--- src/mcp_pkg.sv ---
// constants, states and decode helpers for the motion command parser
package mcp_pkg;

  // ascii characters of the text syntax
  localparam logic [7:0] CH_CR    = 8'h0D;
  localparam logic [7:0] CH_SPACE = 8'h20;
  localparam logic [7:0] CH_COMMA = 8'h2C;
  localparam logic [7:0] CH_MINUS = 8'h2D;
  localparam logic [7:0] CH_0     = 8'h30;
  localparam logic [7:0] CH_9     = 8'h39;
  localparam logic [7:0] CH_COLON = 8'h3A;
  localparam logic [7:0] CH_SEMI  = 8'h3B;
  localparam logic [7:0] CH_EQ    = 8'h3D;
  localparam logic [7:0] CH_QUERY = 8'h3F;
  localparam logic [7:0] CH_A     = 8'h41;
  localparam logic [7:0] CH_H     = 8'h48;
  localparam logic [7:0] CH_S     = 8'h53;
  localparam logic [7:0] CH_T     = 8'h54;
  localparam logic [7:0] CH_Z     = 8'h5A;

  // binary header
  localparam logic [7:0] CODE_MIN                    = 8'h80;
  localparam logic [7:0] CODE_BEGIN_MOTION           = 8'hA0;
  localparam logic [7:0] CODE_HALT_MOTION            = 8'hA1;
  localparam logic [7:0] CODE_HOMING_SEQUENCE        = 8'hA3;
  localparam logic [7:0] CODE_RELATIVE_POSITION_MOVE = 8'hA7;
  localparam logic [7:0] SIZE_NONE  = 8'h00;
  localparam logic [7:0] SIZE_BYTE  = 8'h01;
  localparam logic [7:0] SIZE_WORD  = 8'h02;
  localparam logic [7:0] SIZE_LONG  = 8'h04;
  localparam logic [7:0] SIZE_REAL  = 8'h06;
  localparam logic [7:0] PLANE_NONE = 8'h00;
  localparam logic [7:0] PLANE_S    = 8'h01;
  localparam logic [1:0] HDR_LAST   = 2'd3;

  // axes
  localparam int         NUM_AXES = 8;
  localparam logic [7:0] AXIS_ALL = 8'hFF;
  localparam logic [2:0] AXIS_MAX = 3'd7;

  typedef enum logic [5:0] {
    ST_IDLE = 6'b000001,
    ST_LET2 = 6'b000010,
    ST_ARGS = 6'b000100,
    ST_ERR  = 6'b001000,
    ST_BHDR = 6'b010000,
    ST_BFLD = 6'b100000
  } mcp_state_type;

  // codes with no command, and anything below the binary range
  function automatic logic mcp_code_reserved(input logic [7:0] c);
    return (c < CODE_MIN) || (c == 8'h80) || (c == 8'h85) || (c >= 8'h9B && c <= 8'h9F) ||
           (c >= 8'hAB && c <= 8'hAF) || (c == 8'hB3) || (c == 8'hBB) || (c == 8'hBC) ||
           (c == 8'hC7) || (c >= 8'hD5 && c <= 8'hD7) || (c >= 8'hE2 && c <= 8'hE4) || (c >= 8'hEF);
  endfunction : mcp_code_reserved

  function automatic logic mcp_size_ok(input logic [7:0] s);
    return (s == SIZE_NONE) || (s == SIZE_BYTE) || (s == SIZE_WORD) || (s == SIZE_LONG) || (s == SIZE_REAL);
  endfunction : mcp_size_ok

  function automatic logic [2:0] mcp_lowest_bit(input logic [7:0] m);
    logic [2:0] r;
    r = 3'd0;
    for (int i = NUM_AXES - 1; i >= 0; i--) begin
      if (m[i]) r = 3'(i);
    end
    return r;
  endfunction : mcp_lowest_bit

endpackage : mcp_pkg

--- src/mcp_axis_store.sv ---
// per-axis argument store with registered read port
`timescale 1ns/1ps
module mcp_axis_store
  import mcp_pkg::*;
(
  // clock and reset
  input  wire logic        mclk,
  input  wire logic        arst_n,
  // write port
  input  wire logic        wr_en,
  input  wire logic [2:0]  wr_addr,
  input  wire logic [31:0] wr_data,
  // read port
  input  wire logic        rd_en,
  input  wire logic [2:0]  rd_addr,
  output logic             rd_valid,
  output logic      [2:0]  rd_axis,
  output logic      [31:0] rd_data
);
  logic [31:0] mem_reg [NUM_AXES];
  logic        rd_valid_reg, rd_valid_next;
  logic [2:0]  rd_axis_reg, rd_axis_next;
  logic [31:0] rd_data_reg, rd_data_next;

  always_comb begin
    rd_valid_next = rd_en;
    rd_axis_next  = rd_en ? rd_addr : rd_axis_reg;
    rd_data_next  = rd_en ? mem_reg[rd_addr] : rd_data_reg;
  end

  always_ff @(posedge mclk or negedge arst_n) begin
    if (!arst_n) begin
      rd_valid_reg <= 1'b0;
      rd_axis_reg  <= 3'd0;
      rd_data_reg  <= 32'h0;
    end else begin
      rd_valid_reg <= rd_valid_next;
      rd_axis_reg  <= rd_axis_next;
      rd_data_reg  <= rd_data_next;
    end
  end

  generate
    for (genvar g = 0; g < NUM_AXES; g++) begin : g_word
      always_ff @(posedge mclk or negedge arst_n) begin
        if (!arst_n) begin
          mem_reg[g] <= 32'h0;
        end else if (wr_en && wr_addr == 3'(g)) begin
          mem_reg[g] <= wr_data;
        end
      end
    end
  endgenerate

  assign rd_valid = rd_valid_reg;
  assign rd_axis  = rd_axis_reg;
  assign rd_data  = rd_data_reg;
endmodule : mcp_axis_store

--- src/mcp_parser.sv ---
// text and binary command parser front end
// Overview of operation
// RL1 - text command is two upper-case letters, optional space, then arguments
// RL2 - semicolon or carriage return ends a text command and releases it
// RL3 - comma-separated per-axis arguments; empty position keeps stored value
// RL4 - question mark in an axis position reports that axis's stored value
// RL5 - axis letter, equals sign and value assigns that axis only
// RL6 - action axis letters A to H without commas; none means all axes
// RL7 - letters S and T select coordinated planes, mixable with axes
// RL8 - binary command code lies in range 80 to FF
// RL9 - binary commands only accepted directly from host, not from programs
// RL10 - binary header is code, size, plane, axis mask, then fields
// RL11 - size byte: 00 none, 01, 02, 04 bytes, 06 real
// RL12 - real field is four integer bytes then two fraction bytes
// RL13 - plane byte 00 means no plane, 01 means plane S
// RL14 - mask bit 0 is axis A up to bit 7 axis H
// RL15 - one field per set bit, ascending, big-endian two's complement
// RL16 - binary codes map by fixed table; reserved codes have no command
// RL17 - reply colon for a valid command, question mark for invalid
// RL18 - reserved code or undefined size byte is rejected as invalid
`timescale 1ns/1ps
module mcp_parser
  import mcp_pkg::*;
(
  // clock and reset
  input  wire logic        mclk,
  input  wire logic        arst_n,
  // incoming command bytes
  input  wire logic        rx_valid,
  input  wire logic [7:0]  rx_data,
  input  wire logic        rx_from_program,
  // reply character
  output logic             resp_valid,
  output logic      [7:0]  resp_data,
  // decoded command
  output logic             cmd_valid,
  output logic             cmd_binary,
  output logic      [15:0] cmd_code,
  output logic      [7:0]  cmd_axis_mask,
  output logic             cmd_plane_s,
  output logic             cmd_plane_t,
  // per-axis argument
  output logic             arg_valid,
  output logic      [2:0]  arg_axis,
  output logic      [31:0] arg_value,
  output logic      [15:0] arg_frac,
  // query report
  output logic             rpt_valid,
  output logic      [2:0]  rpt_axis,
  output logic      [31:0] rpt_value
);
  mcp_state_type state_reg, state_next;
  logic [7:0]  c1_reg, c1_next, code_reg, code_next;
  logic [31:0] acc_reg, acc_next;
  logic        neg_reg, neg_next, num_reg, num_next, qry_reg, qry_next;
  logic        fld_reg, fld_next, eq_reg, eq_next, err_reg, err_next, bprog_reg, bprog_next;
  logic [2:0]  idx_reg, idx_next, fcnt_reg, fcnt_next;
  logic [7:0]  lmask_reg, lmask_next, bsize_reg, bsize_next, bplane_reg, bplane_next;
  logic [7:0]  bmask_reg, bmask_next, bpend_reg, bpend_next;
  logic [1:0]  lplane_reg, lplane_next, lcnt_reg, lcnt_next, hcnt_reg, hcnt_next;
  logic [47:0] facc_reg, facc_next;
  logic        resp_valid_reg, resp_valid_next, cmd_valid_reg, cmd_valid_next;
  logic        cmd_binary_reg, cmd_binary_next, plane_s_reg, plane_s_next, plane_t_reg, plane_t_next;
  logic [7:0]  resp_data_reg, resp_data_next, cmask_reg, cmask_next;
  logic [15:0] cmd_code_reg, cmd_code_next, arg_frac_reg, arg_frac_next;
  logic        arg_valid_reg, arg_valid_next;
  logic [2:0]  arg_axis_reg, arg_axis_next;
  logic [31:0] arg_value_reg, arg_value_next;
  logic        rd_en;
  logic [2:0]  rd_addr;

  always_comb begin
    logic [7:0] b, dsub, bmk;
    logic [2:0] ax;
    logic       fin, term, bend, isterm, upper, digit, axl, bad;
    b = rx_data; dsub = rx_data - CH_0; bmk = bmask_reg; ax = mcp_lowest_bit(bpend_reg);
    fin = 1'b0; term = 1'b0; bend = 1'b0; bad = 1'b0;
    isterm = (b == CH_SEMI) || (b == CH_CR); // RL2
    upper  = (b >= CH_A) && (b <= CH_Z);
    digit  = (b >= CH_0) && (b <= CH_9);
    axl    = (b >= CH_A) && (b <= CH_H);
    state_next = state_reg; c1_next = c1_reg; code_next = code_reg; acc_next = acc_reg;
    neg_next = neg_reg; num_next = num_reg; qry_next = qry_reg; fld_next = fld_reg;
    eq_next = eq_reg; err_next = err_reg; bprog_next = bprog_reg; idx_next = idx_reg;
    fcnt_next = fcnt_reg; lmask_next = lmask_reg; bsize_next = bsize_reg; bplane_next = bplane_reg;
    bmask_next = bmask_reg; bpend_next = bpend_reg; lplane_next = lplane_reg; lcnt_next = lcnt_reg;
    hcnt_next = hcnt_reg; facc_next = facc_reg;
    resp_valid_next = 1'b0; cmd_valid_next = 1'b0; arg_valid_next = 1'b0;
    resp_data_next = resp_data_reg; cmd_binary_next = cmd_binary_reg; cmd_code_next = cmd_code_reg;
    cmask_next = cmask_reg; plane_s_next = plane_s_reg; plane_t_next = plane_t_reg;
    arg_axis_next = arg_axis_reg; arg_value_next = arg_value_reg; arg_frac_next = arg_frac_reg;
    rd_en = 1'b0; rd_addr = idx_reg;
    if (rx_valid) begin
      case (state_reg)
        ST_IDLE: begin
          acc_next = 32'h0; neg_next = 1'b0; num_next = 1'b0; qry_next = 1'b0; fld_next = 1'b0;
          eq_next = 1'b0; err_next = 1'b0; idx_next = 3'd0; lmask_next = 8'h00; lplane_next = 2'b00;
          lcnt_next = 2'd0;
          if (b >= CODE_MIN) begin // RL8
            code_next = b; hcnt_next = 2'd1; bprog_next = rx_from_program; state_next = ST_BHDR;
          end else if (upper) begin // RL1
            c1_next = b; state_next = ST_LET2;
          end else if (!isterm) begin
            state_next = ST_ERR; // RL17
          end
        end
        ST_LET2: begin
          if (upper) begin
            code_next = b; state_next = ST_ARGS; // RL1
          end else if (isterm) begin
            term = 1'b1; err_next = 1'b1;
          end else begin
            state_next = ST_ERR;
          end
        end
        ST_ARGS: begin
          if (isterm) begin
            fin = 1'b1; term = 1'b1;
          end else if (b == CH_SPACE) begin
            state_next = ST_ARGS;
          end else if (!fld_reg && !eq_reg && (axl || b == CH_S || b == CH_T)) begin
            if (axl) begin // RL6
              lmask_next = lmask_reg | 8'(8'h01 << dsub[2:0] - CH_A[2:0] + CH_0[2:0]);
              idx_next = 3'(b - CH_A);
            end else begin
              lplane_next = lplane_reg | ((b == CH_S) ? 2'b01 : 2'b10); // RL7
            end
            lcnt_next = (lcnt_reg == 2'd2) ? 2'd2 : lcnt_reg + 2'd1;
          end else if (b == CH_EQ && lcnt_reg == 2'd1 && lplane_reg == 2'b00 && !fld_reg && !eq_reg) begin
            eq_next = 1'b1; // RL5
          end else if (digit && !qry_reg && (lcnt_reg == 2'd0 || eq_reg)) begin
            acc_next = acc_reg * 32'd10 + {28'h0, dsub[3:0]}; num_next = 1'b1; fld_next = 1'b1;
          end else if (b == CH_MINUS && !num_reg && !qry_reg && (lcnt_reg == 2'd0 || eq_reg)) begin
            neg_next = 1'b1; fld_next = 1'b1;
          end else if (b == CH_QUERY && !num_reg && (lcnt_reg == 2'd0 || eq_reg)) begin
            qry_next = 1'b1; fld_next = 1'b1; // RL4
          end else if (b == CH_COMMA && !eq_reg && lcnt_reg == 2'd0 && idx_reg != AXIS_MAX) begin
            fin = 1'b1; fld_next = 1'b1; // RL3
          end else begin
            state_next = ST_ERR;
          end
        end
        ST_ERR: begin
          if (isterm) begin
            term = 1'b1; err_next = 1'b1; // RL2
          end
        end
        ST_BHDR: begin // RL10
          hcnt_next = hcnt_reg + 2'd1;
          if (hcnt_reg == 2'd1) bsize_next = b; // RL11
          if (hcnt_reg == 2'd2) bplane_next = b; // RL13
          if (hcnt_reg == HDR_LAST) begin
            bmask_next = b; bpend_next = b; bmk = b; fcnt_next = 3'd0; facc_next = 48'h0;
            bad = mcp_code_reserved(code_reg) || bprog_reg || (bplane_reg > PLANE_S); // RL9 RL16 RL18
            err_next = bad;
            if (!mcp_size_ok(bsize_reg) || bsize_reg == SIZE_NONE || b == 8'h00) begin
              err_next = bad || !mcp_size_ok(bsize_reg); // RL18
              bend = 1'b1;
            end else begin
              state_next = ST_BFLD;
            end
          end
        end
        ST_BFLD: begin
          facc_next = {facc_reg[39:0], b}; // RL15
          fcnt_next = fcnt_reg + 3'd1;
          if ({5'h00, fcnt_reg} + 8'h01 == bsize_reg) begin
            fcnt_next = 3'd0;
            arg_valid_next = !err_reg; arg_axis_next = ax; arg_frac_next = 16'h0; // RL14
            case (bsize_reg)
              SIZE_BYTE: arg_value_next = {{24{b[7]}}, b};
              SIZE_WORD: arg_value_next = {{16{facc_reg[7]}}, facc_reg[7:0], b};
              SIZE_LONG: arg_value_next = {facc_reg[23:0], b};
              default: begin
                arg_value_next = facc_reg[39:8]; arg_frac_next = {facc_reg[7:0], b}; // RL12
              end
            endcase
            bpend_next = bpend_reg & ~(8'(8'h01 << ax)); // RL15
            if ((bpend_reg & ~(8'(8'h01 << ax))) == 8'h00) bend = 1'b1;
          end
        end
        default: state_next = ST_IDLE;
      endcase
    end
    if (fin) begin
      if (qry_reg) begin
        rd_en = 1'b1; // RL4
      end else if (num_reg) begin
        arg_valid_next = 1'b1; arg_axis_next = idx_reg; arg_frac_next = 16'h0;
        arg_value_next = neg_reg ? 32'h0 - acc_reg : acc_reg;
      end
      acc_next = 32'h0; neg_next = 1'b0; num_next = 1'b0; qry_next = 1'b0;
      if (!eq_reg && !term) idx_next = idx_reg + 3'd1;
    end
    if (term) begin
      resp_valid_next = 1'b1; state_next = ST_IDLE;
      resp_data_next = (state_reg == ST_ARGS) ? CH_COLON : CH_QUERY; // RL17
      if (state_reg == ST_ARGS) begin
        cmd_valid_next = 1'b1; cmd_binary_next = 1'b0; cmd_code_next = {c1_reg, code_reg}; // RL2
        cmask_next = (lmask_reg == 8'h00 && lplane_reg == 2'b00) ? AXIS_ALL : lmask_reg; // RL6
        plane_s_next = lplane_reg[0]; plane_t_next = lplane_reg[1];
      end
    end
    if (bend) begin
      resp_valid_next = 1'b1; state_next = ST_IDLE;
      resp_data_next = err_next ? CH_QUERY : CH_COLON; // RL17
      if (!err_next) begin
        cmd_valid_next = 1'b1; cmd_binary_next = 1'b1; cmd_code_next = {8'h00, code_reg}; // RL16
        cmask_next = bmk; plane_s_next = (bplane_reg == PLANE_S); plane_t_next = 1'b0;
      end
    end
  end

  always_ff @(posedge mclk or negedge arst_n) begin
    if (!arst_n) begin
      state_reg <= ST_IDLE; c1_reg <= 8'h00; code_reg <= 8'h00; acc_reg <= 32'h0;
      neg_reg <= 1'b0; num_reg <= 1'b0; qry_reg <= 1'b0; fld_reg <= 1'b0; eq_reg <= 1'b0;
      err_reg <= 1'b0; bprog_reg <= 1'b0; idx_reg <= 3'd0; fcnt_reg <= 3'd0; lmask_reg <= 8'h00;
      bsize_reg <= 8'h00; bplane_reg <= 8'h00; bmask_reg <= 8'h00; bpend_reg <= 8'h00;
      lplane_reg <= 2'b00; lcnt_reg <= 2'd0; hcnt_reg <= 2'd0; facc_reg <= 48'h0;
      resp_valid_reg <= 1'b0; resp_data_reg <= 8'h00; cmd_valid_reg <= 1'b0; cmd_binary_reg <= 1'b0;
      cmd_code_reg <= 16'h0; cmask_reg <= 8'h00; plane_s_reg <= 1'b0; plane_t_reg <= 1'b0;
      arg_valid_reg <= 1'b0; arg_axis_reg <= 3'd0; arg_value_reg <= 32'h0; arg_frac_reg <= 16'h0;
    end else begin
      state_reg <= state_next; c1_reg <= c1_next; code_reg <= code_next; acc_reg <= acc_next;
      neg_reg <= neg_next; num_reg <= num_next; qry_reg <= qry_next; fld_reg <= fld_next; eq_reg <= eq_next;
      err_reg <= err_next; bprog_reg <= bprog_next; idx_reg <= idx_next; fcnt_reg <= fcnt_next;
      lmask_reg <= lmask_next; bsize_reg <= bsize_next; bplane_reg <= bplane_next; bmask_reg <= bmask_next;
      bpend_reg <= bpend_next; lplane_reg <= lplane_next; lcnt_reg <= lcnt_next; hcnt_reg <= hcnt_next;
      facc_reg <= facc_next; resp_valid_reg <= resp_valid_next; resp_data_reg <= resp_data_next;
      cmd_valid_reg <= cmd_valid_next; cmd_binary_reg <= cmd_binary_next; cmd_code_reg <= cmd_code_next;
      cmask_reg <= cmask_next; plane_s_reg <= plane_s_next; plane_t_reg <= plane_t_next;
      arg_valid_reg <= arg_valid_next; arg_axis_reg <= arg_axis_next; arg_value_reg <= arg_value_next;
      arg_frac_reg <= arg_frac_next;
    end
  end

  // stored per-axis values, written by every text argument value and by binary fields whose header was not rejected, read by queries
  mcp_axis_store u_store (
    .mclk     (mclk),
    .arst_n   (arst_n),
    .wr_en    (arg_valid_next),
    .wr_addr  (arg_axis_next),
    .wr_data  (arg_value_next),
    .rd_en    (rd_en),
    .rd_addr  (rd_addr),
    .rd_valid (rpt_valid),
    .rd_axis  (rpt_axis),
    .rd_data  (rpt_value)
  );

  assign resp_valid    = resp_valid_reg;
  assign resp_data     = resp_data_reg;
  assign cmd_valid     = cmd_valid_reg;
  assign cmd_binary    = cmd_binary_reg;
  assign cmd_code      = cmd_code_reg;
  assign cmd_axis_mask = cmask_reg;
  assign cmd_plane_s   = plane_s_reg;
  assign cmd_plane_t   = plane_t_reg;
  assign arg_valid     = arg_valid_reg;
  assign arg_axis      = arg_axis_reg;
  assign arg_value     = arg_value_reg;
  assign arg_frac      = arg_frac_reg;
endmodule : mcp_parser

--- config.mk ---
export PLATFORM = sky130hd
export DESIGN_NAME = mcp_parser
export DESIGN_NICKNAME = d
export VERILOG_FILES = /design/src/mcp_pkg.sv /design/src/mcp_axis_store.sv /design/src/mcp_parser.sv
export SDC_FILE = /design/constraint.sdc
export NUM_CORES = 1
export LEC_CHECK = 0
export ABC_AREA = 1
export BUFFER_PORTS_ARGS = -buffer_cell sky130_fd_sc_hd__buf_2
export CELL_PAD_IN_SITES_DETAIL_PLACEMENT = 1
export CELL_PAD_IN_SITES_GLOBAL_PLACEMENT = 2
export CORE_MARGIN = 4
export CORE_UTILIZATION = 37
export DETAILED_ROUTE_END_ITERATION = 16
export PLACE_DENSITY = 0.9
export SYNTH_ARGS = -nofsm -noshare
export SYNTH_HDL_FRONTEND = slang
export SYNTH_SLANG_ARGS = --single-unit
--- constraint.sdc ---
create_clock -name mclk -period 3.65 [get_ports mclk]
set_input_delay 0.365 -clock mclk [delete_from_list [all_inputs] [get_ports mclk]]
set_output_delay 0.365 -clock mclk [all_outputs]
set_load 0.02 [all_outputs]
Word-level counts from Yosys, hierarchy flattened. Index checks and enable logic that the tools add are counted.

Flip-flop bits (word level): 534. Bits in latches: 0. Bits in writable memories: 0. Bits in read-only memories: 0. Input port bits: 12. Output and inout port bits: 125. Logic and storage cells: 457. Memories: 0.

Add/sub/neg operators: 10. Multiply operators: 1. Div/mod/pow operators: 0. $lt $le $gt $ge: 18. Equal/unequal tests: 72. Shifts and indexed selects: 2. Multiplexer cells: 204. Bitwise gates (word level): 6. Reductions and logical operators: 99.

Operator list (number): 2-to-1 mux 32 bit (16); 2-to-1 mux 16 bit (11); 2-to-1 mux 8 bit (18); 2-to-1 mux 6 bit (17); binary-select mux 32 bit (select 3 bit) (1); one-hot mux 32 bit (3 select lines) (1); 2-to-1 mux 1 bit (85); one-hot mux 40 bit (2 select lines) (1); 2-to-1 mux 3 bit (25); one-hot mux 32 bit (2 select lines) (1); equality test 8 x 6 -> 1 bit (second input constant) (6); equality test 8 bit (second input constant) (6); >= comparator 8 bit (second input constant) (6); one-hot mux 8 bit (2 select lines) (3); 2-to-1 mux 40 bit (1); != test 5 bit (second input constant) (7); logical AND 1 bit (33); adder 32 x 4 -> 32 bit (1); <= comparator 8 bit (second input constant) (4); logical NOT 8 bit (4); multiplier 32 x 3 -> 31 bit (second input constant) (1); subtractor 1 x 32 -> 32 bit (first input constant) (1); != test 3 bit (second input constant) (10); one-hot mux 6 bit (5 select lines) (1); 60 further kinds (152).

Longest topological paths before layout. Gate-level depths: netlist of run 1.

Depth after elaboration: 21. Mapped depth: 22. Depth with buffers taken out: 22.

By module. Synthesis of run 1 repeated with hierarchy kept, for this count alone.

Cells, all modules: 3891. Area, all modules: 29180.5 sq um.

Modules (own cells, without submodules): mcp_parser (instances 1, cells each 2254, area each 16066.7 sq um, sequential area each 5906.9 sq um); mcp_axis_store (instances 1, cells each 1637, area each 13113.8 sq um, sequential area each 7307.0 sq um).

Worst setup path after synthesis of run 1. OpenSTA, ideal clock, no wires.

Path kind: reg-to-reg. Start: reg acc_reg[3]. End: reg acc_reg[23]. Library setup time: 0.128 ns. Arrival time: 2.844 ns. Data required time: 3.522 ns. Setup slack: 0.678 ns. Cell stages (with the launch flop): 21. Path buffers: 0. Clock period less this slack: 2.972 ns. Path through: dfrtp_1 -> ha_1 -> ha_1 -> inv_1 -> fa_1 -> inv_1 -> nand3_1 -> nand2_1 -> nand2_1 -> nand2_1 -> nand2_1 -> nand2_1 -> nand2_1 -> nor2_1 -> nand3_1 -> nor2_1 -> nand3_1 -> nor2_1 -> nand2_1 -> nand3_1 -> o21ai_0.

Longest elaborated chain between the ends: 10.

RTL lines: start, declared (RTL line mcp_parser.sv:54) `logic [31:0] acc_reg, acc_next;`; start signal, assigned (RTL line mcp_parser.sv:225) `state_reg <= state_next; c1_reg <= c1_next; code_reg <= code_next; acc_reg <= acc_next;`; multiplier 32 x 3 -> 31 bit (RTL line mcp_parser.sv:132) `acc_next = acc_reg * 32'd10 + {28'h0, dsub[3:0]}; num_next = 1'b1; fld_next = 1'b1;`; adder 32 x 4 -> 32 bit (RTL line mcp_parser.sv:132); 2-to-1 mux 32 bit (RTL line mcp_parser.sv:131) `end else if (digit && !qry_reg && (lcnt_reg == 2'd0 || eq_reg)) begin`; 2-to-1 mux 32 bit (RTL line mcp_parser.sv:129) `end else if (b == CH_EQ && lcnt_reg == 2'd1 && lplane_reg == 2'b00 && !fld_reg && !eq_reg) begin`; 2-to-1 mux 32 bit (RTL line mcp_parser.sv:121) `end else if (!fld_reg && !eq_reg && (axl || b == CH_S || b == CH_T)) begin`; 2-to-1 mux 32 bit (RTL line mcp_parser.sv:119) `end else if (b == CH_SPACE) begin`; 2-to-1 mux 32 bit (RTL line mcp_parser.sv:117) `if (isterm) begin`; one-hot mux 32 bit (2 select lines) (RTL line mcp_parser.sv:94) `case (state_reg)`; 2-to-1 mux 32 bit (RTL line mcp_parser.sv:93) `if (rx_valid) begin`; 2-to-1 mux 32 bit (RTL line mcp_parser.sv:185) `if (fin) begin`.

No other way between the ends. The select of a mux whose other input is x is not followed. A chain may end at the register's enable or synchronous reset.

Worst setup path after layout of run 1.
Start: reg idx_reg[0]. End: reg u_store.mem_reg[128] in the netlist's numbering.

Longest elaborated chain between the ends: 15. Elaborated cells between the ends (all ways): 19. Classes of those cells: 2 x eq/ne; 15 x mux; 2 x reduce/logical.

RTL lines: start, declared (RTL line mcp_parser.sv:57) `logic [2:0] idx_reg, idx_next, fcnt_reg, fcnt_next;`; start signal, assigned (RTL line mcp_parser.sv:227) `err_reg <= err_next; bprog_reg <= bprog_next; idx_reg <= idx_next; fcnt_reg <= fcnt_next;`; != test 3 bit (RTL line mcp_parser.sv:137) `end else if (b == CH_COMMA && !eq_reg && lcnt_reg == 2'd0 && idx_reg != AXIS_MAX) begin`; logical AND 1 bit (RTL line mcp_parser.sv:137); 2-to-1 mux 1 bit (RTL line mcp_parser.sv:137); 2-to-1 mux 1 bit (RTL line mcp_parser.sv:135) `end else if (b == CH_QUERY && !num_reg && (lcnt_reg == 2'd0 || eq_reg)) begin`; 2-to-1 mux 1 bit (RTL line mcp_parser.sv:133) `end else if (b == CH_MINUS && !num_reg && !qry_reg && (lcnt_reg == 2'd0 || eq_reg)) begin`; 2-to-1 mux 1 bit (RTL line mcp_parser.sv:131); 2-to-1 mux 1 bit (RTL line mcp_parser.sv:129); 2-to-1 mux 1 bit (RTL line mcp_parser.sv:121); 2-to-1 mux 1 bit (RTL line mcp_parser.sv:119); 2-to-1 mux 1 bit (RTL line mcp_parser.sv:117); 2-to-1 mux 1 bit (RTL line mcp_parser.sv:94); 2-to-1 mux 1 bit (RTL line mcp_parser.sv:93); 2-to-1 mux 3 bit (RTL line mcp_parser.sv:185); via arg_axis_next[2] (RTL line mcp_parser.sv:67) `logic [2:0] arg_axis_reg, arg_axis_next;`; equality test 3 x 2 -> 1 bit (RTL line mcp_axis_store.sv:48) `end else if (wr_en && wr_addr == 3'(g)) begin`; logical AND 1 bit (RTL line mcp_axis_store.sv:48); end signal, assigned by index (RTL line mcp_axis_store.sv:49) `mem_reg[g] <= wr_data;`; end, declared (RTL line mcp_axis_store.sv:20) `logic [31:0] mem_reg [NUM_AXES];`.

The timed path passes the listed nets, and every way through them passes these cells.

==> results, run 1 <==
- The number of warnings printed during yosys synthesis is 0.
- The final cell count without fillers is 5166.
- Global routing consumed, over all layers together, 24.70% of the routing resources.
- The final critical-path share of the clock period is 92.62%.
- Of the total power, the share spent switching nets is 35.58%.
- The met2 layer wire length in the routed design is 49860 um.
- The clock period could shrink to 3.381 ns.
- Walking the worst path, the cells encountered are ha_1, ha_1, nor2_1, nand4_1, nor4_4, nand2_2, nand2_4, nand3_2, nand2_2, nand2_4, inv_2, nand2_1, nor2_4, buf_4, nand2_1, nand2_1.
- For this design the total switching power over the nets is 6.341 mW.
- The portion of total power attributed to combinational logic is 23.7%.
- The cell at the slowest stage of the critical path is sky130_fd_sc_hd__nor2_4.
- The die boundary height is 290.1 um.
- In this run the top signal layer used is met5.
- The post-synthesis register bit count is 528.
- After floorplanning, the core was divided into 103 placement rows.
- The worst pin sits at a relative slew slack of 26.89%.
- The filler cells instantiated in the layout total 9796.
- Routability-driven placement finished with a final weighted congestion of 0.8667.
- The length of routed met3 wiring is 5071 um.
- The detailed placer's ending HPWL is 73170 um.
- Wires add up to 105700 um.
- The critical path is of the reg -> reg type.
- At the worst endpoint, the arrival time is 3.97 ns.
- Static timing analysis puts the maximum clock frequency at 0.2958 GHz.
- The delay of the slowest cell on the worst path is 0.59 ns.
- The die area is 84180 um^2.
- The total grt overflow is 0.
- The clock-pin slew reported for the worst setup and hold paths after clock tree synthesis is 0.06 ns.
- The run finished with clean final reports.
- The share of flip-flops with an asynchronous set or reset after synthesis is 100.0%.
- The die is 290.1 um wide.
- In this run the worst hold path is classified as in -> reg.
- The most numerous cell type found on the critical path is sky130_fd_sc_hd__nand2_1.
- The pin count of the biggest net entering global routing is 99.
- The internal power component is 11.48 mW.
- The commonest cells after synthesis are sky130_fd_sc_hd__nand2_1, sky130_fd_sc_hd__dfrtp_1, sky130_fd_sc_hd__inv_1.
- The number of failing hold endpoints at the final stage is 0.
- Setup violations remaining at the end of the flow were counted as 0.
- The number of antenna violations at the first check in global routing is 3.
- The worst hold slack is 0.1813 ns.
- At the later pin of the worst-skew pair, clock insertion delay measures 0.65 ns.
- The slew at the pin closest to its max-slew limit is 1.092 ns.
- The remaining antenna violation count after routing is 0.
- Detailed routing inserted a total of 27560 vias.
- The number of buffers created by CTS is 60.
- The count of pins on the block boundary is 137.
- The number of flip-flops in the largest register is 256.
- In the routed layout, each cell is associated on average with a via count of 5.334.
- The CTS sink count is 528.
- The detailed router put a total of 46830 um of wire on met1.
- The mapped netlist covers 29450 um^2.
- The clock tree buffer depth is 3.
- The worst hold path was traced through 4 stages.
- The number of distinct library cells after synthesis is 54.
- The initial standard-cell utilization of the core is 37.28%.
- In the final design database the tool counted 4154 nets.
- Synthesis produced 3944 cells.
- The first global-routing pass estimated 167400 um of wire.
- The number of DRC violations after detailed-routing iteration 0 is 1946.
- Including well taps, the total number of placed cells is 5048.
- Summing the sequential cell areas from Yosys gives 44.87% of the chip area.
- The final setup skew is 0.05987 ns.
- The average wire length per cell after detail routing is 20.46 um.
- The via count of the first global-routing pass is 28850.
- CTS built an H-tree with a depth of 2.
- In the synthesized netlist the dominant register cell turns out to be sky130_fd_sc_hd__dfrtp_1.
- The proportion of power drawn by the clock network is 35.9%.
- The leakage component of the power is 17.52 nW.
- By instance count, the leading cell after synthesis is sky130_fd_sc_hd__nand2_1.
- The synthesized design contains 0 enable-type register cells.
- The antenna diode count is 0.
- For this design the ratio of total power to cell area is 528.3 nW/um^2.
- The floorplan step defined a core boundary enclosing 79000 um^2.
- The port buffer count is 134.
- The number of max-slew violations in the final report is 0.
- The sequential fraction of design power is 40.4%.
- The tool flagged a number of max-cap violations equal to 0.
- The portion of synthesized cell area occupied by the leading cell type is 44.78%.
- The cell sitting at the root of the clock tree is a sky130_fd_sc_hd__clkbuf_16.
- The signed area change from the synthesized netlist to the final layout is 14.53%.
- Measured in cells, the most critical reg-to-reg path has a length of 16.
- The synthesized area per cell is 7.468 um^2.
- The worst setup path is captured at a register.
- Sorting the synthesized cells by area gives the leading types as sky130_fd_sc_hd__dfrtp_1, sky130_fd_sc_hd__nand2_1, sky130_fd_sc_hd__inv_1.
- The worst setup path is launched from a register.
- The critical path required time is 4.23 ns.
- TritonCTS built the clock tree.
- The layout cell share with drive strength beyond 1 is 10.84%.
- The biggest fanout along the worst timing path is 22.
- The highest ir drop seen on vdd is 398.0 uV.
- The first-pass detailed-route iteration total is 5.
- The number of remaining DRC errors is 0.
- The cell type with the largest total area after synthesis is sky130_fd_sc_hd__dfrtp_1.
## timing repair
| action | CTS | global route |
|---|---|---|
| hold buffers | 2 | 0 |
| gates resized for setup | 0 | 21 |
| setup buffers | 0 | 3 |
| endpoints found under the hold margin | 87 | 0 |
| endpoints found under the setup margin | 0 | 19 |
## logic make-up (layout without fill, tap and decap cells)
group,Yosys count,after routing,synth area share [%]
xor+xnor,43,43,1.279
other cells,1,2,0.01273
flops,528,528,44.87
mux,35,35,1.198
fa+ha+maj,77,77,3.322
compound gates,685,685,13.39
buf+inv,601,772,8.267
simple gates,1974,1974,27.66
## power groups by stage
stage	clock [mW]	combinational (mW)	sequential, mW
CTS	6.51	4.22	7.19
global placement	0	4.09	7.27
floorplan	0	2.51	7.21
finish	6.40	4.22	7.20
detailed placement	0	4.18	7.28
global route	6.78	4.73	7.27
## area by class of cell
| cell class | instances | area (um^2) | share of cell area (%) |
|---|---|---|---|
| Multi-Input combinational cell | 2816 | 13870 | 41.12 |
| Clock buffer | 92 | 1802 | 5.341 |
| Clock inverter | 21 | 290.3 | 0.8606 |
| Sequential cell | 528 | 13220 | 39.20 |
| Tap cell | 1050 | 1314 | 3.895 |
| Timing Repair Buffer | 233 | 1633 | 4.841 |
| Inverter | 426 | 1600 | 4.744 |
## cell usage in the layout (no fill, tap or decap), types with 6 or more instances in the layout
cell type,instances
sky130_fd_sc_hd__clkbuf_16,60
sky130_fd_sc_hd__inv_1,388
sky130_fd_sc_hd__buf_12,16
sky130_fd_sc_hd__dfrtp_1,524
sky130_fd_sc_hd__nand3_1,171
sky130_fd_sc_hd__o22ai_1,53
sky130_fd_sc_hd__xor2_1,37
sky130_fd_sc_hd__o21ai_1,52
sky130_fd_sc_hd__o21ai_0,283
sky130_fd_sc_hd__buf_4,80
sky130_fd_sc_hd__nand3_2,9
sky130_fd_sc_hd__o221ai_1,34
sky130_fd_sc_hd__mux2i_1,33
sky130_fd_sc_hd__nand2_1,1400
sky130_fd_sc_hd__a21oi_1,154
sky130_fd_sc_hd__clkbuf_1,14
sky130_fd_sc_hd__nor3_1,31
sky130_fd_sc_hd__xnor2_1,6
sky130_fd_sc_hd__a31oi_1,7
sky130_fd_sc_hd__clkinv_2,10
sky130_fd_sc_hd__nor2_1,223
sky130_fd_sc_hd__o211ai_1,41
sky130_fd_sc_hd__nor2_2,19
sky130_fd_sc_hd__o31ai_1,9
sky130_fd_sc_hd__o21ai_2,7
sky130_fd_sc_hd__nor2_4,10
sky130_fd_sc_hd__nand4_1,63
sky130_fd_sc_hd__ha_1,74
sky130_fd_sc_hd__inv_2,33
sky130_fd_sc_hd__nand3b_1,12
sky130_fd_sc_hd__a32oi_1,33
sky130_fd_sc_hd__clkbuf_8,18
sky130_fd_sc_hd__or2_2,8
sky130_fd_sc_hd__nand2_2,10
sky130_fd_sc_hd__buf_2,133
## through the flow
stage / power [mW] / worst slack (ns) / cell area, um^2 / util [%] / TNS (ns)
after floorplan: 9.719 / 0.6780 / 29460 / - / 0
after global placement: 11.37 / 0.2175 / 31540 / 39.92 / 0
after detailed placement: 11.47 / 0.07586 / 31540 / 39.92 / 0
after CTS: 17.91 / 0.03907 / 33650 / 42.60 / 0
after global routing: 18.78 / -0.01138 / 33730 / 42.70 / -0.02551
final: 17.82 / 0.2692 / 33730 / 42.70 / 0
## final timing paths
check	from	to	slack [ns]
min reg2reg	c1_reg[6]	c1_reg[6]	0.46
min	rx_data[1]	facc_reg[1]	0.18
max	idx_reg[0]	u_store.mem_reg[128]	0.27
min in group asynchronous	arst_n	u_store.mem_reg[35]	0.39
max reg2reg	idx_reg[0]	u_store.mem_reg[128]	0.27
max in group asynchronous	arst_n	acc_reg[5]	2.25
## critical path, delay by kind of cell, from the launching register on
kind | cells | cell delay [ns]
buf+inv | 2 | 0.43
fa+ha+maj | 2 | 0.43
flops | 1 | 0.47
simple gates | 12 | 2.01
## layer usage
metal,track usage [%],vias up
met2,41.56,594
met5,0,-
met4,8.336,4
met1,32.68,13740
li1,-,13040
met3,3.666,182
No activity file was read; power rests on OpenSTA's default activity.
==> run 2, diff against run 1 <==
--- a/config.mk
+++ b/config.mk
@@ -12,7 +12,7 @@
 export CORE_MARGIN = 4
 export CORE_UTILIZATION = 37
 export DETAILED_ROUTE_END_ITERATION = 16
-export PLACE_DENSITY = 0.9
+export PLACE_DENSITY_LB_ADDON = 0.1
 export SYNTH_ARGS = -nofsm -noshare
 export SYNTH_HDL_FRONTEND = slang
 export SYNTH_SLANG_ARGS = --single-unit
==> results, run 2 (synthesized netlist as in run 1, its figures left out) <==
- The biggest fanout along the worst timing path is 32 (+45%).
- The worst hold slack is 0.03987 ns (-0.1415 ns).
- The number of flip-flops in the largest register came to 256 (unchanged).
- The area of the placeable core came to 79000 um^2 (unchanged).
- The critical path required time came to 4.13 ns (-0.10 ns).
- The number of remaining DRC errors is 0 (unchanged).
- The final cell count without fillers is 5179 (+0.25%).
- The run finished with clean final reports.
- The detailed placer's ending HPWL is 76380 um (+4.4%).
- The clock tree buffer depth is 3 (unchanged).
- The cell area after layout came to 33940 um^2 (+0.61%).
- The type of the worst min-delay path is in -> reg.
- The category of the worst setup path capture point is a register.
- The routability congestion estimate from global placement is 0.8875 (+2.4%).
- The number of antenna violations at the first check in global routing is 4 (+1).
- The first-pass GRT wire length is 169700 um (+1.4%).
- The sequential cell area is 13220 um^2 (unchanged).
- The total design power was 17.94 mW (+0.65%).
- The buffer type at the clock tree root is sky130_fd_sc_hd__clkbuf_16.
- The final-stage net count came to 4168 (+0.34%).
- The die boundary height was 290.1 um (unchanged).
- The highest ir drop seen on vdd is 324.8 uV (-18%).
- The number of max-cap violations is 0 (unchanged).
- The setup-violating endpoint count in the final report is 0 (unchanged).
- The most common cell after layout, fill and taps aside is sky130_fd_sc_hd__nand2_1.
- The fill cell instance count of the final layout is 9797 (+0.010%).
- The die area was 84180 um^2 (unchanged).
- The CTS tree is yes.
- The area occupied by multi-input gates is 13870 um^2 (about the same).
- The total number of vias is 27120 (-1.6%).
- The number of max-slew violations in the final report came to 0 (unchanged).
- The total grt overflow is 0 (unchanged).
- The width of the die is 290.1 um (unchanged).
- The placed standard-cell area was 31700 um^2 (+0.52%).
- The wire length reported by the detailed router came to 108900 um (+3.0%).
- The utilization after layout came to 42.96% (+0.26 points).
- The remaining antenna violation count after routing was 0 (unchanged).
- The layout cell share with drive strength beyond 1 is 10.88% (+0.044 points).
- The initial standard-cell utilization of the core came to 37.28% (unchanged).
- The arrival time at the worst endpoint is 3.90 ns (-0.07 ns).
- The headroom to the max-slew limit is 25.67% (-1.2 points).
- In the layout the commonest cells are sky130_fd_sc_hd__nand2_1, sky130_fd_sc_hd__dfrtp_1, sky130_fd_sc_hd__inv_1.
- The port buffer count is 134 (unchanged).
- The pin count of the biggest net entering global routing is 98 (-1.0%).
- The final setup skew came to 0.03602 ns (-0.02385 ns).
- The number of failing hold endpoints at the final stage is 0 (unchanged).
- The aggregate global-route resource usage is 25.53% (+0.83 points).
- The leakage component of the power was 17.62 nW (+0.55%).
- The number of DRC violations after detailed-routing iteration 0 is 1769 (-9.1%).
- The signed area change from the synthesized netlist to the final layout is 15.23%.
- The number of placed instances, taps included is 5058 (+0.20%).
- The via count of the first global-routing pass is 27760 (-3.8%).
- The number of levels in the clock H-tree is 3 (+1).
- The number of vias per cell was 5.237 (-1.8%).
- The clock latency at the later pin of the worst-skew pair is 0.61 ns (-0.04 ns).
- The final critical-path share of the clock period was 93.77% (+1.1 points).
- The clock-pin slew reported for the worst setup and hold paths after clock tree synthesis is 0.06 ns (about the same).
- The post-layout minimum cycle time was 3.423 ns (+0.04172 ns).
- The total number of placement rows was 103 (unchanged).
- The total power divided by cell area is 528.5 nW/um^2 (about the same).
- The first-pass detailed-route iteration total came to 5 (unchanged).
- The kind of critical path is reg -> reg.
- The worst setup path is launched from a register.
- The count of pins on the block boundary was 137 (unchanged).
- The average wire length per cell after detail routing is 21.02 um (+2.7%).
- The number of buffers created by CTS is 66 (+10%).
- The slew at the pin closest to its max-slew limit is 1.115 ns (+0.02316 ns).
- The CTS sink count is 528 (unchanged).
- The achievable clock frequency is 0.2922 GHz (-1.2%).
==> run 2: cell types whose count changed in the layout (fill, tap and decap cells not counted), moves of 2 or more <==
cell and change:
sky130_fd_sc_hd__buf_12 +8, sky130_fd_sc_hd__clkbuf_1 +6, sky130_fd_sc_hd__clkbuf_16 +6, sky130_fd_sc_hd__clkinv_2 -5, sky130_fd_sc_hd__bufinv_16 -4, sky130_fd_sc_hd__inv_6 +3, sky130_fd_sc_hd__diode_2 +2
==> run 2: repair_timing <==
action | 4_1_cts | 5_1_grt
hold buffers | 1 | 0
setup endpoints to repair | 0 | 65
buffers inserted | 0 | 2
resized for setup | 0 | 19
hold endpoints to repair | 80 | 0
==> run 2: layout make-up <==
class	count	share of cell area [%]
Multi-Input combinational cell	2816	40.86
Sequential cell	528	38.96
Clock buffer	103	5.777
Timing Repair Buffer	241	5.287
Inverter	426	4.716
Tap cell	1050	3.871
Clock inverter	13	0.5125
Antenna cell	2	0.01475
==> run 2: worst paths after layout <==
path | startpoint | endpoint | slack (ns) | cells after the start
hold reg to reg | c1_reg[6] | c1_reg[6] | 0.46 | 2
max in group asynchronous | arst_n | u_store.mem_reg[99] | 2.13 | 3
min in group asynchronous | arst_n | cmd_code[1] | 0.39 | 2
setup reg to reg | fcnt_reg[0] | u_store.mem_reg[249] | 0.23 | 17
setup / recovery | fcnt_reg[0] | u_store.mem_reg[249] | 0.23 | 17
hold / removal | rx_from_program | bprog_reg | 0.04 | 2
==> run 2: critical path, cell delays in order, from the launching register on <==
cell and delay [ns]:
sky130_fd_sc_hd__dfrtp_1 0.45, sky130_fd_sc_hd__ha_1 0.36, sky130_fd_sc_hd__xor2_1 0.17, sky130_fd_sc_hd__nor2_1 0.13
sky130_fd_sc_hd__nand2_1 0.08, sky130_fd_sc_hd__nor2_1 0.09, sky130_fd_sc_hd__nand2_1 0.17, sky130_fd_sc_hd__nor2_4 0.26
sky130_fd_sc_hd__inv_2 0.27, sky130_fd_sc_hd__nand2_1 0.14, sky130_fd_sc_hd__o21ai_1 0.11, sky130_fd_sc_hd__nand2_2 0.14
sky130_fd_sc_hd__nand3_2 0.12, sky130_fd_sc_hd__inv_2 0.13, sky130_fd_sc_hd__nand2_2 0.21, sky130_fd_sc_hd__buf_12 0.25
sky130_fd_sc_hd__nand2_1 0.09, sky130_fd_sc_hd__o21ai_1 0.06
==> run 2: through the flow <==
step | worst slack (ns) | TNS [ns]
4_1_cts | 0.02807 | 0
6_report | 0.2275 | 0
5_1_grt | -0.02685 | -0.05786
3_5_place_dp | 0.04539 | 0
2_1_floorplan | 0.6780 | 0
3_3_place_gp | 0.1316 | 0
==> run 2: metal layers <==
metal / up-vias / part of all wire, % / track usage (%)
met5: - / 0.011 / 0
met2: 508 / 45 / 41.07
met1: 13400 / 48 / 36.49
met3: 116 / 4.8 / 3.842
li1: 13090 / - / -
met4: 2 / 1.9 / 5.841
==> run 2: report_power, final <==
part           leakage (nW)  switching (mW)  internal [mW]
combinational          9.57            3.06           1.17
sequential             7.01           0.656           6.54
clock                  1.04            2.71           3.80
total                  17.6            6.43           11.5
==> run 3, diff against run 2 <==
--- a/config.mk
+++ b/config.mk
@@ -12,6 +12,7 @@
 export CORE_MARGIN = 4
 export CORE_UTILIZATION = 37
 export DETAILED_ROUTE_END_ITERATION = 16
+export GPL_TIMING_DRIVEN = 0
 export PLACE_DENSITY_LB_ADDON = 0.1
 export SYNTH_ARGS = -nofsm -noshare
 export SYNTH_HDL_FRONTEND = slang
==> constraint.sdc (replaced) <==
create_clock -name mclk -period 3.65 [get_ports mclk]
set_input_delay 0.73 -clock mclk [delete_from_list [all_inputs] [get_ports mclk]]
set_output_delay 0.73 -clock mclk [all_outputs]
set_load 0.02 [all_outputs]
==> results, run 3 (synthesized netlist as in run 1, its figures left out) <==
- The startpoint of the worst hold path is rx_from_program.
- The number of DRC violations after detailed-routing iteration 0 is 1963 (+11%).
- The proportion of power drawn by the clock network came to 36.7% (+0.4 points).
- The final-stage net count is 4244 (+1.8%).
- The number of failing hold endpoints at the final stage is 0 (unchanged).
- The utilization after layout is 43.01% (+0.057 points).
- The wire length reported by the detailed router was 113700 um (+4.4%).
- The port buffer count is 133 (-0.75%).
- The die area was 84180 um^2 (unchanged).
- The depth of the worst register-to-register path came to 14 (-3).
- The routing usage on met1 was 40.14% (+3.6 points).
- The top cell family by delay on the critical path is simple AND/OR/NAND/NOR gates.
- The final total negative setup slack is 0 ns (unchanged).
- The CTS sink count is 528 (unchanged).
- The first-pass detailed-route iteration total is 5 (unchanged).
- For hold timing, the worst endpoint is bprog_reg.
- The clock-pin slew reported for the worst setup and hold paths after clock tree synthesis is 0.06 ns (about the same).
- The worst slack at placement is -1.517 ns (-1.563 ns).
- The beginning of the worst register-to-register path is idx_reg[1].
- The total number of vias is 27890 (+2.8%).
- The setup-violating endpoint count in the final report was 0 (unchanged).
- The signed area change from the synthesized netlist to the final layout is 15.38%.
- The critical path required time is 4.18 ns (+0.05 ns).
- The highest ir drop seen on vdd came to 314.9 uV (-3.0%).
- The final worst-path setup slack came to 0.2183 ns (-0.009146 ns).
- The aggregate global-route resource usage was 26.67% (+1.1 points).
- The switching power total is 6.604 mW (+2.7%).
- The first-pass GRT wire length is 175300 um (+3.3%).
- The flow ran to the end, and the final reports show no timing, DRC or antenna violations.
- The via count of the first global-routing pass is 28080 (+1.1%).
- TritonCTS built the clock tree.
- The area of the placeable core is 79000 um^2 (unchanged).
- The library cells used most frequently in the layout, excluding fill and tap cells, are sky130_fd_sc_hd__nand2_1, sky130_fd_sc_hd__dfrtp_1, sky130_fd_sc_hd__inv_1.
- The remaining antenna violation count after routing is 0 (unchanged).
- The cell seen most often among critical-path stages is sky130_fd_sc_hd__nand2_1.
- The number of remaining DRC errors is 0 (unchanged).
- The post-layout minimum cycle time came to 3.432 ns (+0.009146 ns).
- The total power divided by cell area is 537.0 nW/um^2 (+1.6%).
- STA classifies the critical path startpoint as a register.
- The clock tree buffer depth is 3 (unchanged).
- The number of antenna violations at the first check in global routing came to 1 (-3).
- The number of max-cap violations is 0 (unchanged).
- The arrival time at the worst endpoint came to 3.97 ns (+0.07 ns).
- The portion of total power attributed to combinational logic is 24.0% (+0.4 points).
- The global-route track usage on met2 was 40.80% (-0.28 points).
- The global-route layer with the greatest usage is met2.
- The met3 layer usage reported by global route is 4.301% (+0.46 points).
- The endpoint of the lowest-slack register-to-register path is u_store.mem_reg[47].
- The path class of the tightest hold or removal check is in -> reg.
- The final critical-path share of the clock period is 94.02% (+0.25 points).
- The layout cell share with drive strength beyond 1 is 10.92% (+0.041 points).
- The routability congestion estimate from global placement is 0.9062 (+2.1%).
- The switching portion of total power is 36.19% (+0.32 points).
- The number of levels in the clock H-tree is 3 (unchanged).
- The number of stages on the worst hold path is 2 (unchanged).
- The final setup skew is 0.02572 ns (-0.01029 ns).
- The biggest fanout along the worst timing path is 10 (-69%).
- The leakage component of the power was 17.59 nW (-0.16%).
- The placed standard-cell area is 31580 um^2 (-0.38%).
- The total number of placement rows is 103 (unchanged).
- The internal power component came to 11.64 mW (+1.2%).
- For this design, the slowest cell found on the critical path is sky130_fd_sc_hd__dfrtp_1.
- The die boundary height is 290.1 um (unchanged).
- The buffer type at the clock tree root is sky130_fd_sc_hd__clkbuf_16.
- The most common cell after layout, fill and taps aside is sky130_fd_sc_hd__nand2_1.
- The setup slack of the worst register-to-register path is 0.22 ns (about the same).
- The headroom to the max-slew limit was 31.48% (+5.8 points).
- The number of buffers created by CTS is 67 (+1.5%).
- The delay of the slowest cell on the worst path is 0.52 ns (+0.07 ns).
- The average wire length per cell after detail routing is 21.64 um (+2.9%).
- The initial standard-cell utilization of the core came to 37.28% (unchanged).
- The sequential fraction of design power is 39.3% (-0.8 points).
- Traced cell by cell, the critical path runs through ha_1, ha_1, nor2_1, nand4_1, nor4_4, nand4_1, nand2_1, nand3_1, nand2_1, nand2_4, nor2_2, buf_2, nand2_1, nand2_1.
- The number of vias per cell is 5.307 (+1.3%).
- The cell area after layout was 33980 um^2 (+0.13%).
- The kind of critical path is reg -> reg.
- The total grt overflow is 0 (unchanged).
- The number of max-slew violations in the final report is 0 (unchanged).
- The pin count of the biggest net entering global routing was 114 (+16%).
- The slew at the pin closest to its max-slew limit is 1.028 ns (-0.08721 ns).
- The detailed placer's ending HPWL is 86200 um (+13%).
- The clock latency at the later pin of the worst-skew pair was 0.61 ns (about the same).
- The width of the die is 290.1 um (unchanged).
- The count of pins on the block boundary is 137 (unchanged).
- The number of buffer and inverter instances along the worst setup path is 1 (-2).
- STA classifies the critical path endpoint as a register.
- The achievable clock frequency came to 0.2914 GHz (-0.27%).
- The number of flip-flops in the largest register is 256 (unchanged).
==> run 3: what timing repair did <==
| action | in CTS | in global routing |
|---|---|---|
| endpoints found under the setup margin | 363 | 84 |
| pin swaps | 1 | 3 |
| resized for setup | 13 | 48 |
| setup buffers | 0 | 2 |
| hold buffers | 1 | 0 |
| endpoints found under the hold margin | 27 | 0 |
==> run 3: stage by stage <==
step	std cells	hold slack (ns)	power, mW
CTS	5251	0.3911	18.35
finish	5254	0.4067	18.25
detailed placement	5133	0.4437	11.57
floorplan	3945	0.4229	9.719
global route	5253	0.4067	19.21
global placement	5128	0.4331	11.50
==> run 3: how the worst max path moves through the flow <==
| stage | startpoint | end | slack [ns] | cells after the start |
|---|---|---|---|---|
| 2_1_floorplan | rx_data[2] | acc_reg[23] | 0.54 | 17 |
| 4_1_cts | rx_data[1] | acc_reg[18] | 0.03 | 17 |
| 5_1_grt | acc_reg[6] | acc_reg[25] | -0.02 | 17 |
| 3_5_place_dp | rx_data[0] | u_store.rd_data[28] | -1.52 | 17 |
| 6_report | idx_reg[1] | u_store.mem_reg[47] | 0.22 | 14 |
| 3_3_place_gp | arst_n | u_store.rd_data[26] | -9.92 | 1 |
==> run 3: layer usage <==
| metal | up-vias | share of wire [%] |
|---|---|---|
| met3 | 124 | 5.6 |
| met2 | 627 | 44 |
| met5 | - | 0 |
| li1 | 13260 | - |
| met1 | 13880 | 49 |
| met4 | 0 | 1.8 |
==> run 3: power by group through the flow <==
stage | combinational, mW | clock (mW) | sequential (mW)
2_1_floorplan | 2.51 | 0 | 7.21
3_3_place_gp | 4.26 | 0 | 7.24
3_5_place_dp | 4.33 | 0 | 7.24
4_1_cts | 4.36 | 6.84 | 7.15
5_1_grt | 4.89 | 7.08 | 7.24
6_report | 4.38 | 6.70 | 7.17
==> run 3: area by class of cell <==
class,instances,area [um^2]
Fill cell,9912,45020
Multi-Input combinational cell,2816,13960
Sequential cell,528,13220
Clock buffer,98,2004
Inverter,426,1612
Tap cell,1050,1314
Buffer,175,843.3
Timing Repair Buffer,141,840.8
Clock inverter,19,186.4
Antenna cell,1,2.502
